## config.mk

```make
export PLATFORM = sky130hd
export DESIGN_NAME = fscr_regs
export DESIGN_NICKNAME = d
export VERILOG_FILES = /design/src/include/fscr_pkg.sv /design/src/fscr_sync.sv /design/src/fscr_regs.sv
export SDC_FILE = /design/constraint.sdc
export NUM_CORES = 1
export LEC_CHECK = 0
export BUFFER_PORTS_ARGS = -buffer_cell sky130_fd_sc_hd__buf_2
export CAP_MARGIN = 15
export CORE_MARGIN = 8
export CORE_UTILIZATION = 25
export CTS_BUF_LIST = sky130_fd_sc_hd__clkbuf_2
export DETAILED_ROUTE_END_ITERATION = 7
export PLACE_DENSITY = 0.41
export SETUP_SLACK_MARGIN = 0.05
export SLEW_MARGIN = 10
export SYNTH_ARGS = -nofsm -noshare
export SYNTH_HDL_FRONTEND = slang
export SYNTH_SLANG_ARGS = --single-unit
```

## constraint.sdc

```tcl
create_clock -name clk_i -period 5.63 [get_ports clk_i]
set_clock_uncertainty 0.1 [all_clocks]
set_input_delay 0.2815 -clock clk_i [delete_from_list [all_inputs] [get_ports clk_i]]
set_output_delay 0.2815 -clock clk_i [all_outputs]
set_load 0.01 [all_outputs]
```

## src/include/fscr_pkg.sv

```systemverilog
package fscr_pkg;
    // clock and cycle timing
    localparam int CLK_PERIOD_NS = 25;
    localparam int REG_WRITE_TIME_NS = 2000;
    localparam int REG_WRITE_CYCLES = (REG_WRITE_TIME_NS + CLK_PERIOD_NS - 1) / CLK_PERIOD_NS;
    localparam int ARRAY_OP_TIME_NS = 4000;
    localparam int ARRAY_OP_CYCLES = (ARRAY_OP_TIME_NS + CLK_PERIOD_NS - 1) / CLK_PERIOD_NS;
    localparam int TIMER_W = 16;

    // opcodes
    localparam logic [7:0] STATUS_READ_CMD = 8'h05;
    localparam logic [7:0] CONFIG_READ_CMD = 8'h15;
    localparam logic [7:0] LATCH_SET_CMD = 8'h06;
    localparam logic [7:0] LATCH_CLEAR_CMD = 8'h04;

    // status register fields
    localparam int ST_BUSY = 0;
    localparam int ST_LATCH = 1;
    localparam int ST_LEVEL_LO = 2;
    localparam int ST_LEVEL_HI = 5;
    localparam int ST_QUAD = 6;
    localparam int ST_LOCK = 7;

    // configuration register fields
    localparam int CF_DRIVE_LO = 0;
    localparam int CF_DRIVE_HI = 2;
    localparam int CF_END = 3;
    localparam int CF_DUMMY_LO = 6;
    localparam int CF_DUMMY_HI = 7;

    // reset values
    localparam logic [3:0] LEVEL_RESET = 4'h0;
    localparam logic QUAD_RESET = 1'b0;
    localparam logic LOCK_RESET = 1'b0;
    localparam logic END_RESET = 1'b0;
    localparam logic [2:0] DRIVE_RESET = 3'h7;
    localparam logic [1:0] DUMMY_RESET = 2'h0;

    // dummy clocks per dummy_len_sel code
    localparam logic [3:0] DUMMY_CODE0 = 4'h8;
    localparam logic [3:0] DUMMY_CODE1 = 4'h6;
    localparam logic [3:0] DUMMY_CODE2 = 4'h8;
    localparam logic [3:0] DUMMY_CODE3 = 4'hA;

    // array geometry for protection
    localparam int ADDR_W = 25;
    localparam int BLOCK_LSB = 16;
    localparam int BLOCK_W = ADDR_W - BLOCK_LSB;
    localparam logic [3:0] LEVEL_ALL = 4'hA;

    // bits moved per clock on the link
    localparam logic [2:0] STEP_SINGLE = 3'h1;
    localparam logic [2:0] STEP_QUAD = 3'h4;

    typedef enum logic [2:0] {
        OP_PAGE = 3'h0,
        OP_SMALL = 3'h1,
        OP_HALF = 3'h2,
        OP_BLOCK = 3'h3,
        OP_CHIP = 3'h4
    } fscr_op_type;

    typedef enum logic [2:0] {
        ST_CMD = 3'b000,
        ST_STAT = 3'b001,
        ST_CONF = 3'b011,
        ST_LATCHCMD = 3'b010,
        ST_SKIP = 3'b110
    } fscr_state_type;

    typedef enum logic [1:0] {
        JOB_NONE = 2'h0,
        JOB_REG = 2'h1,
        JOB_ARRAY = 2'h3
    } fscr_job_type;
endpackage : fscr_pkg

```

## src/fscr_sync.sv

```systemverilog
`timescale 1ns/1ps
module fscr_sync #(
    parameter int WIDTH = 6
) (
    input wire logic clk_i,
    input wire logic reset_i,
    input wire logic [WIDTH-1:0] async_i,
    output logic [WIDTH-1:0] sync_o
);
    logic [WIDTH-1:0] stage1_ff;
    logic [WIDTH-1:0] stage2_ff;

    always_ff @(posedge clk_i or posedge reset_i) begin
        if (reset_i) begin
            stage1_ff <= '0;
            stage2_ff <= '0;
        end else begin
            stage1_ff <= async_i;
            stage2_ff <= stage1_ff;
        end
    end

    assign sync_o = stage2_ff;
endmodule : fscr_sync

```

## src/fscr_regs.sv

```systemverilog
`timescale 1ns/1ps
// Overview of operation
// - status read answered even while busy
// - status byte driven until select rises
// - opcode in 8 single or 2 quad clocks
// - upper io lines except protect pin sio2 ignored in single mode
// - config read returns config byte, anytime
// - busy flag high during any write cycle
// - write commands accepted only with latch set
// - program/erase into protected area ignored
// - protect level changed only by register write
// - level guards area; chip erase needs zero
// - quad enable disables protect and pause pins
// - lock plus low protect pin: hw protection
// - hw protection refuses register write
// - drive strength resets to 30 ohm code
// - end select picks top or bottom
// - end select one-time, back to 0 only on reset
// - drive strength written only by register write
// - dummy select gives 8/6/8/10 clocks
// - latch set/cleared by commands, reset, completion
module fscr_regs #(
    parameter int REG_WRITE_CYCLES = fscr_pkg::REG_WRITE_CYCLES,
    parameter int ARRAY_OP_CYCLES = fscr_pkg::ARRAY_OP_CYCLES
) (
    input wire logic clk_i,
    input wire logic reset_i,
    input wire logic cs_n_i,
    input wire logic sclk_i,
    input wire logic [3:0] sio_i,
    output logic [3:0] sio_o,
    output logic [3:0] sio_oe_o,
    input wire logic quad_cmd_mode_i,
    input wire logic reg_write_req_i,
    input wire logic [7:0] reg_write_status_i,
    input wire logic [7:0] reg_write_config_i,
    input wire logic reg_write_has_config_i,
    output logic reg_write_accept_o,
    output logic reg_write_reject_o,
    input wire logic op_req_i,
    input wire logic [2:0] op_kind_i,
    input wire logic [fscr_pkg::ADDR_W-1:0] op_addr_i,
    output logic op_accept_o,
    output logic op_reject_o,
    output logic write_busy_flag_o,
    output logic write_latch_flag_o,
    output logic [7:0] flash_status_o,
    output logic [7:0] flash_configuration_o,
    output logic hw_protect_mode_o,
    output logic pause_pin_enable_o,
    output logic [2:0] drive_strength_sel_o,
    output logic [3:0] dummy_clocks_o
);
    logic [5:0] pins_s;
    logic cs_n_s;
    logic sclk_s;
    logic [3:0] sio_s;

    fscr_sync #(.WIDTH(6)) u_sync (
        .clk_i(clk_i),
        .reset_i(reset_i),
        .async_i({~cs_n_i, sclk_i, sio_i}),
        .sync_o(pins_s)
    );
    // select carried inverted so reset reads as deselected
    assign cs_n_s = ~pins_s[5];
    assign sclk_s = pins_s[4];
    assign sio_s = pins_s[3:0];

    // register state
    logic [3:0] level_ff, nxt_level;
    logic quad_ff, nxt_quad;
    logic lock_ff, nxt_lock;
    logic end_ff, nxt_end;
    logic [2:0] drive_ff, nxt_drive;
    logic [1:0] dummy_ff, nxt_dummy;
    logic latch_ff, nxt_latch;
    fscr_pkg::fscr_job_type job_ff, nxt_job;
    logic [fscr_pkg::TIMER_W-1:0] timer_ff, nxt_timer;
    logic [7:0] wr_status_ff, nxt_wr_status;
    logic [7:0] wr_config_ff, nxt_wr_config;
    logic wr_has_config_ff, nxt_wr_has_config;

    // serial state
    fscr_pkg::fscr_state_type state_ff, nxt_state;
    logic sclk_prev_ff, nxt_sclk_prev;
    logic cs_prev_ff, nxt_cs_prev;
    logic [7:0] shift_ff, nxt_shift;
    logic [2:0] pos_ff, nxt_pos;
    logic [3:0] sio_out_ff, nxt_sio_out;
    logic oe_ff, nxt_oe;

    logic busy;
    logic hw_protect;
    logic [7:0] status_val;
    logic [7:0] config_val;
    logic in_area;
    logic [fscr_pkg::BLOCK_W:0] prot_blocks;
    logic [fscr_pkg::BLOCK_W:0] blk;
    logic latch_set_ev;
    logic latch_clear_ev;
    logic wr_ok;
    logic op_ok;
    logic done;
    logic quad_link;

    assign busy = (job_ff != fscr_pkg::JOB_NONE);
    assign quad_link = quad_cmd_mode_i;
    // protect pin is sio2; quad operation removes its function
    assign hw_protect = lock_ff & ~sio_s[2] & ~quad_ff & ~quad_link;
    assign status_val = {lock_ff, quad_ff, level_ff, latch_ff, busy};
    assign config_val = {dummy_ff, 2'b00, end_ff, drive_ff};

    // protected block count from level
    always_comb begin
        prot_blocks = '0;
        if (level_ff >= fscr_pkg::LEVEL_ALL) begin
            prot_blocks = (fscr_pkg::BLOCK_W + 1)'(1) << fscr_pkg::BLOCK_W;
        end else if (level_ff != 4'h0) begin
            prot_blocks = (fscr_pkg::BLOCK_W + 1)'(1) << (level_ff - 4'h1);
        end
    end

    assign blk = {1'b0, op_addr_i[fscr_pkg::ADDR_W-1:fscr_pkg::BLOCK_LSB]};

    always_comb begin
        if (op_kind_i == fscr_pkg::OP_CHIP) begin
            in_area = (level_ff != 4'h0);
        end else if (end_ff) begin
            in_area = (blk < prot_blocks);
        end else begin
            in_area = (blk >= (((fscr_pkg::BLOCK_W + 1)'(1) << fscr_pkg::BLOCK_W) - prot_blocks));
        end
    end

    assign wr_ok = reg_write_req_i & latch_ff & ~busy & ~hw_protect;
    assign op_ok = op_req_i & ~reg_write_req_i & latch_ff & ~busy & ~in_area;
    assign done = busy & (timer_ff == '0);

    // register group next values
    always_comb begin
        nxt_level = level_ff;
        nxt_quad = quad_ff;
        nxt_lock = lock_ff;
        nxt_end = end_ff;
        nxt_drive = drive_ff;
        nxt_dummy = dummy_ff;
        nxt_latch = latch_ff;
        nxt_job = job_ff;
        nxt_timer = timer_ff;
        nxt_wr_status = wr_status_ff;
        nxt_wr_config = wr_config_ff;
        nxt_wr_has_config = wr_has_config_ff;
        if (done) begin
            nxt_job = fscr_pkg::JOB_NONE;
            nxt_latch = 1'b0;
            if (job_ff == fscr_pkg::JOB_REG) begin
                nxt_level = wr_status_ff[fscr_pkg::ST_LEVEL_HI:fscr_pkg::ST_LEVEL_LO];
                nxt_quad = wr_status_ff[fscr_pkg::ST_QUAD];
                nxt_lock = wr_status_ff[fscr_pkg::ST_LOCK];
                if (wr_has_config_ff) begin
                    nxt_drive = wr_config_ff[fscr_pkg::CF_DRIVE_HI:fscr_pkg::CF_DRIVE_LO];
                    nxt_end = end_ff | wr_config_ff[fscr_pkg::CF_END];
                    nxt_dummy = wr_config_ff[fscr_pkg::CF_DUMMY_HI:fscr_pkg::CF_DUMMY_LO];
                end
            end
        end else if (busy) begin
            nxt_timer = timer_ff - fscr_pkg::TIMER_W'(1);
        end else if (wr_ok) begin
            nxt_job = fscr_pkg::JOB_REG;
            nxt_timer = fscr_pkg::TIMER_W'(REG_WRITE_CYCLES - 1);
            nxt_wr_status = reg_write_status_i;
            nxt_wr_config = reg_write_config_i;
            nxt_wr_has_config = reg_write_has_config_i;
        end else if (op_ok) begin
            nxt_job = fscr_pkg::JOB_ARRAY;
            nxt_timer = fscr_pkg::TIMER_W'(ARRAY_OP_CYCLES - 1);
        end
        if (!busy && latch_clear_ev) begin
            nxt_latch = 1'b0;
        end
        if (!busy && latch_set_ev) begin
            nxt_latch = 1'b1;
        end
    end

    always_ff @(posedge clk_i or posedge reset_i) begin
        if (reset_i) begin
            level_ff <= fscr_pkg::LEVEL_RESET;
            quad_ff <= fscr_pkg::QUAD_RESET;
            lock_ff <= fscr_pkg::LOCK_RESET;
            end_ff <= fscr_pkg::END_RESET;
            drive_ff <= fscr_pkg::DRIVE_RESET;
            dummy_ff <= fscr_pkg::DUMMY_RESET;
            latch_ff <= 1'b0;
            job_ff <= fscr_pkg::JOB_NONE;
            timer_ff <= '0;
            wr_status_ff <= 8'h00;
            wr_config_ff <= 8'h00;
            wr_has_config_ff <= 1'b0;
        end else begin
            level_ff <= nxt_level;
            quad_ff <= nxt_quad;
            lock_ff <= nxt_lock;
            end_ff <= nxt_end;
            drive_ff <= nxt_drive;
            dummy_ff <= nxt_dummy;
            latch_ff <= nxt_latch;
            job_ff <= nxt_job;
            timer_ff <= nxt_timer;
            wr_status_ff <= nxt_wr_status;
            wr_config_ff <= nxt_wr_config;
            wr_has_config_ff <= nxt_wr_has_config;
        end
    end

    // serial link edges
    logic sclk_rise;
    logic sclk_fall;
    logic cs_rise;
    logic [2:0] step;
    logic [7:0] in_byte;
    logic [7:0] out_cur;
    logic [7:0] out_src;

    assign sclk_rise = ~cs_n_s & sclk_s & ~sclk_prev_ff;
    assign sclk_fall = ~cs_n_s & ~sclk_s & sclk_prev_ff;
    assign cs_rise = cs_n_s & ~cs_prev_ff;
    assign step = quad_link ? fscr_pkg::STEP_QUAD : fscr_pkg::STEP_SINGLE;
    // single mode takes sio0 only; of the upper lines only sio2 is read, as protect pin
    assign in_byte = quad_link ? {shift_ff[3:0], sio_s} : {shift_ff[6:0], sio_s[0]};
    assign out_src = (state_ff == fscr_pkg::ST_CONF) ? config_val : status_val;
    assign out_cur = (pos_ff == 3'h0) ? out_src : shift_ff;
    assign latch_set_ev = cs_rise & (state_ff == fscr_pkg::ST_LATCHCMD) & (shift_ff == fscr_pkg::LATCH_SET_CMD);
    assign latch_clear_ev = cs_rise & (state_ff == fscr_pkg::ST_LATCHCMD) & (shift_ff == fscr_pkg::LATCH_CLEAR_CMD);

    // serial group next values
    always_comb begin
        nxt_state = state_ff;
        nxt_shift = shift_ff;
        nxt_pos = pos_ff;
        nxt_sio_out = sio_out_ff;
        nxt_oe = oe_ff;
        nxt_sclk_prev = sclk_s;
        nxt_cs_prev = cs_n_s;
        if (cs_n_s) begin
            nxt_state = fscr_pkg::ST_CMD;
            nxt_pos = 3'h0;
            nxt_oe = 1'b0;
        end else begin
            unique case (state_ff)
                fscr_pkg::ST_CMD: begin
                    if (sclk_rise) begin
                        nxt_shift = in_byte;
                        nxt_pos = pos_ff + step;
                        if (nxt_pos == 3'h0) begin
                            if (in_byte == fscr_pkg::STATUS_READ_CMD) begin
                                nxt_state = fscr_pkg::ST_STAT;
                            end else if (in_byte == fscr_pkg::CONFIG_READ_CMD) begin
                                nxt_state = fscr_pkg::ST_CONF;
                            end else if (in_byte == fscr_pkg::LATCH_SET_CMD ||
                                         in_byte == fscr_pkg::LATCH_CLEAR_CMD) begin
                                nxt_state = fscr_pkg::ST_LATCHCMD;
                            end else begin
                                nxt_state = fscr_pkg::ST_SKIP;
                            end
                        end
                    end
                end
                fscr_pkg::ST_STAT, fscr_pkg::ST_CONF: begin
                    if (sclk_fall) begin
                        nxt_oe = 1'b1;
                        nxt_sio_out = quad_link ? out_cur[7:4] : {2'b00, out_cur[7], 1'b0};
                        nxt_shift = quad_link ? {out_cur[3:0], 4'h0} : {out_cur[6:0], 1'b0};
                        nxt_pos = pos_ff + step;
                    end
                end
                fscr_pkg::ST_LATCHCMD: begin
                    if (sclk_rise) begin
                        nxt_state = fscr_pkg::ST_SKIP;
                    end
                end
                fscr_pkg::ST_SKIP: begin
                    nxt_state = fscr_pkg::ST_SKIP;
                end
                default: begin
                    nxt_state = fscr_pkg::ST_SKIP;
                end
            endcase
        end
    end

    always_ff @(posedge clk_i or posedge reset_i) begin
        if (reset_i) begin
            state_ff <= fscr_pkg::ST_CMD;
            shift_ff <= 8'h00;
            pos_ff <= 3'h0;
            sio_out_ff <= 4'h0;
            oe_ff <= 1'b0;
            sclk_prev_ff <= 1'b0;
            cs_prev_ff <= 1'b1;
        end else begin
            state_ff <= nxt_state;
            shift_ff <= nxt_shift;
            pos_ff <= nxt_pos;
            sio_out_ff <= nxt_sio_out;
            oe_ff <= nxt_oe;
            sclk_prev_ff <= nxt_sclk_prev;
            cs_prev_ff <= nxt_cs_prev;
        end
    end

    assign sio_o = sio_out_ff;
    assign sio_oe_o = (oe_ff & ~cs_n_s) ? (quad_link ? 4'hF : 4'h2) : 4'h0;

    // user-side outputs
    always_comb begin
        unique case (dummy_ff)
            2'h0: dummy_clocks_o = fscr_pkg::DUMMY_CODE0;
            2'h1: dummy_clocks_o = fscr_pkg::DUMMY_CODE1;
            2'h2: dummy_clocks_o = fscr_pkg::DUMMY_CODE2;
            2'h3: dummy_clocks_o = fscr_pkg::DUMMY_CODE3;
        endcase
    end

    assign reg_write_accept_o = wr_ok;
    assign reg_write_reject_o = reg_write_req_i & ~wr_ok;
    assign op_accept_o = op_ok;
    assign op_reject_o = op_req_i & ~op_ok;
    assign write_busy_flag_o = busy;
    assign write_latch_flag_o = latch_ff;
    assign flash_status_o = status_val;
    assign flash_configuration_o = config_val;
    assign hw_protect_mode_o = hw_protect;
    assign pause_pin_enable_o = ~quad_ff;
    assign drive_strength_sel_o = drive_ff;
endmodule : fscr_regs

```

==> impl_metrics.toml <==
[clock_network]
clockBufferDepth = 2
numCtsBuffers = 9
cts_sinks = 77
insertion_delay_ps = 540
clkTransAtPathRegs_ps = 220
ctsHtreeMaxLevel = 3
clockRootBuffer = "clkbuf_2"
tritoncts = "built"

[global_route]
grtUsageTotal = 0.1086
antenna_found_initial = 1
grt.overflow.total = 0
grt_pass1_vias = 3658
grt_max_degree = 78
grt_pass1_wl_um = 18980

[synthesis]
ys.flop_type = "dfrtp_1"
yosys-top-cells-area = "dfrtp_1, nand2_1, ha_1, a21oi_1, nor2_1"
synth-xor-area-share = 0.03254
synth.distinct_cells = 59
synth-adder-area-share = 0.06101
syn_avg_cell_area_um2 = 9.302
async_flop_share = 1.000
synth-seq-cells = 77
synth_enable_flop_cells = 0
yosysTopAreaCellShare = 0.4242
netlist_area_um2 = 4307
netlist_top_cells_count = "dfrtp_1, nand2_1, nor2_1"
synth_cells = 463
synth-compound-area-share = 0.1174
synth_top_family_by_area = "simple AND/OR/NAND/NOR gates"
muxShareOfSynthArea = 0.05723
synth_top_cell_by_area = "dfrtp_1"
synth-seq-area-share = 0.4486
post_synth_and_or_nand_nor_area_fraction = 0.2272
synth.yosys.warnings = 0

[worst_setup_path]
crit_path_max_fanout = 16
critPathCaptureType = "primary output"
cp.arrival_ps = 4610
crit_type = "flop to primary output"
crit_required_ps = 5250
start_kind = "flop"

[detailed_routing]
dr.pass1.iters = 4
wl_um = 11470
vias = 3517
ant_nets = 0
drc_errors = 0
wire_per_inst_um = 14.92
drtIter0Drc = 169
viasPerCell = 4.573

[timing]
tns_ps = 0
grt_setup_unrepaired = "false"
fmax_mhz = 200.3
maxSlewHeadroom = 0.3393
hold_violations = 0
final_max_slew_viol_count = 0
setup_viol = 0
worstMarginPinSlew_ps = 991.0
finalCritPeriodShare = 0.8868
min_period_ps = 4992

[die]
ioPinCount = 95
core_um2 = 17060
die_x_um = 147.3
die_h_um = 147.3
dieArea_um2 = 21680
start_util = 0.2525
num_rows = 48

[placement]
dp_hpwl_um = 8409
placed_area_um2 = 4800
place.gp.congestion = 0.8008
io_buffers = 71
place_inst = 732

[power]
power.density_nw_per_um2 = 207.8
peakVddDrop_v = 0.00008555
leakage_uw = 0.002384

[cells_and_area]
fin_area_um2 = 5109
syn2layout_area_growth_pct = 18.62
layout.nets = 615
drive_gt1_frac = 0.2210
fin_util = 0.2995
finalNonFillerCells = 769
fillers = 1844

[job]
cap_violations = 0

[hold_path]
hp-class = "input pin to flop"

[status]
outcome = "finished clean"
worst paths after layout:
| check | from | to | slack, ps | cells past startpoint |
|---|---|---|---|---|
| max | level_ff[0]$_DFFE_PP0P_ | op_accept_o | 640 | 13 |
| min | quad_cmd_mode_i | shift_ff[6]$_DFFE_PP0P_ | 110 | 3 |
| max reg2reg | level_ff[0]$_DFFE_PP0P_ | timer_ff[6]$_DFFE_PP0P_ | 1410 | 13 |
| min reg2reg | u_sync.stage1_ff[4]$_DFF_PP0_ | u_sync.sync_o[4]$_DFF_PP0_ | 280 | 0 |
| max in group asynchronous | reset_i | timer_ff[1]$_DFFE_PP0P_ | 4320 | 4 |
| min in group asynchronous | reset_i | u_sync.stage1_ff[0]$_DFF_PP0_ | 460 | 4 |
metrics by stage:
step                setup WS, ps  total power [µW]  hold slack [ps]
global placement            1209             764.5            238.5
finish                     637.6              1062            114.3
CTS                        447.2              1080            93.46
detailed placement          1111             767.4            239.5
floorplan                   1868             716.2            212.9
global route               114.6              1128            149.8
cells by family (layout without fill, tap and decap cells):
group | Yosys count | count (layout)
adder cells (fa/ha/maj) | 21 | 21
buffers and inverters | 50 | 128
XOR/XNOR | 16 | 16
multiplexers | 21 | 21
other | 1 | 4
flip-flops | 77 | 77
AO/OA/AOI/OAI | 81 | 81
AND/OR/NAND/NOR | 196 | 196
metal layers:
layer  GRT usage  share of wire  up-vias
met1      0.1458           0.50     1660
met4     0.04029          0.014        0
li1            -              -     1760
met3     0.02307          0.046       14
met5           0              0        -
met2      0.1679           0.44       83
sequential cells by signal, indices dropped and copies added, names as in the netlist, 2 cells and up:
name and count:
timer_ff 16, shift_ff 8, u_sync.stage1_ff 6, u_sync.sync_o 6, wr_config_ff 6, wr_status_ff 6
level_ff 4, sio_o 4, drive_strength_sel_o 3, pos_ff 3, state_ff 3, dummy_ff 2
job_ff 2
what timing repair did:
action	CTS	global route
hold buffers	20	0
setup buffers	0	0
gates resized for setup	0	0
endpoints found under the setup margin	0	0
endpoints found under the hold margin	92	0
final cells by class:
class	count	area [µm²]	area share
repair buffers	93	570.5	0.1117
multi-input cells	338	2145	0.4198
clock buffers	11	55.05	0.01078
inverters	19	71.32	0.01396
clock inverters	5	51.30	0.01004
diodes	1	2.502	0.0004898
flip-flops and latches	77	1932	0.3782
well taps	225	281.5	0.05511
critical path: stages, from the launching register on:
cell and delay (ps):
dfrtp_1 740, nor2b_1 290, nand2_1 100, ha_1 280, nor2_1 170, a22o_1 160
ha_1 230, o21a_1 170, a21oi_1 120, o21ai_0 130, a2111oi_0 710, nor2_1 380
inv_1 360, buf_2 200
power by group:
part	internal, µW	leakage, µW	switching, µW	total, µW
sequential	579	0.000920	28.6	608
clock	103	0.0000694	190	293
combinational	69.5	0.00139	91.4	161
layout by cell type (no fill, tap or decap), drive strengths merged, types with 6 or more instances in the layout:
cell type and count:
nand2 74, nor4 6, or3 8, o21ai 21
nor3 22, clkbuf 11, nor2 32, nand2b 6
dfrtp 73, xor2 6, dlygate4sd3 20, a21oi 25
xnor2 10, ha 21, inv 17, mux2i 7
nor2b 6, buf 73, mux2 14, nand3 15
Power figures use the tool's default switching activity.
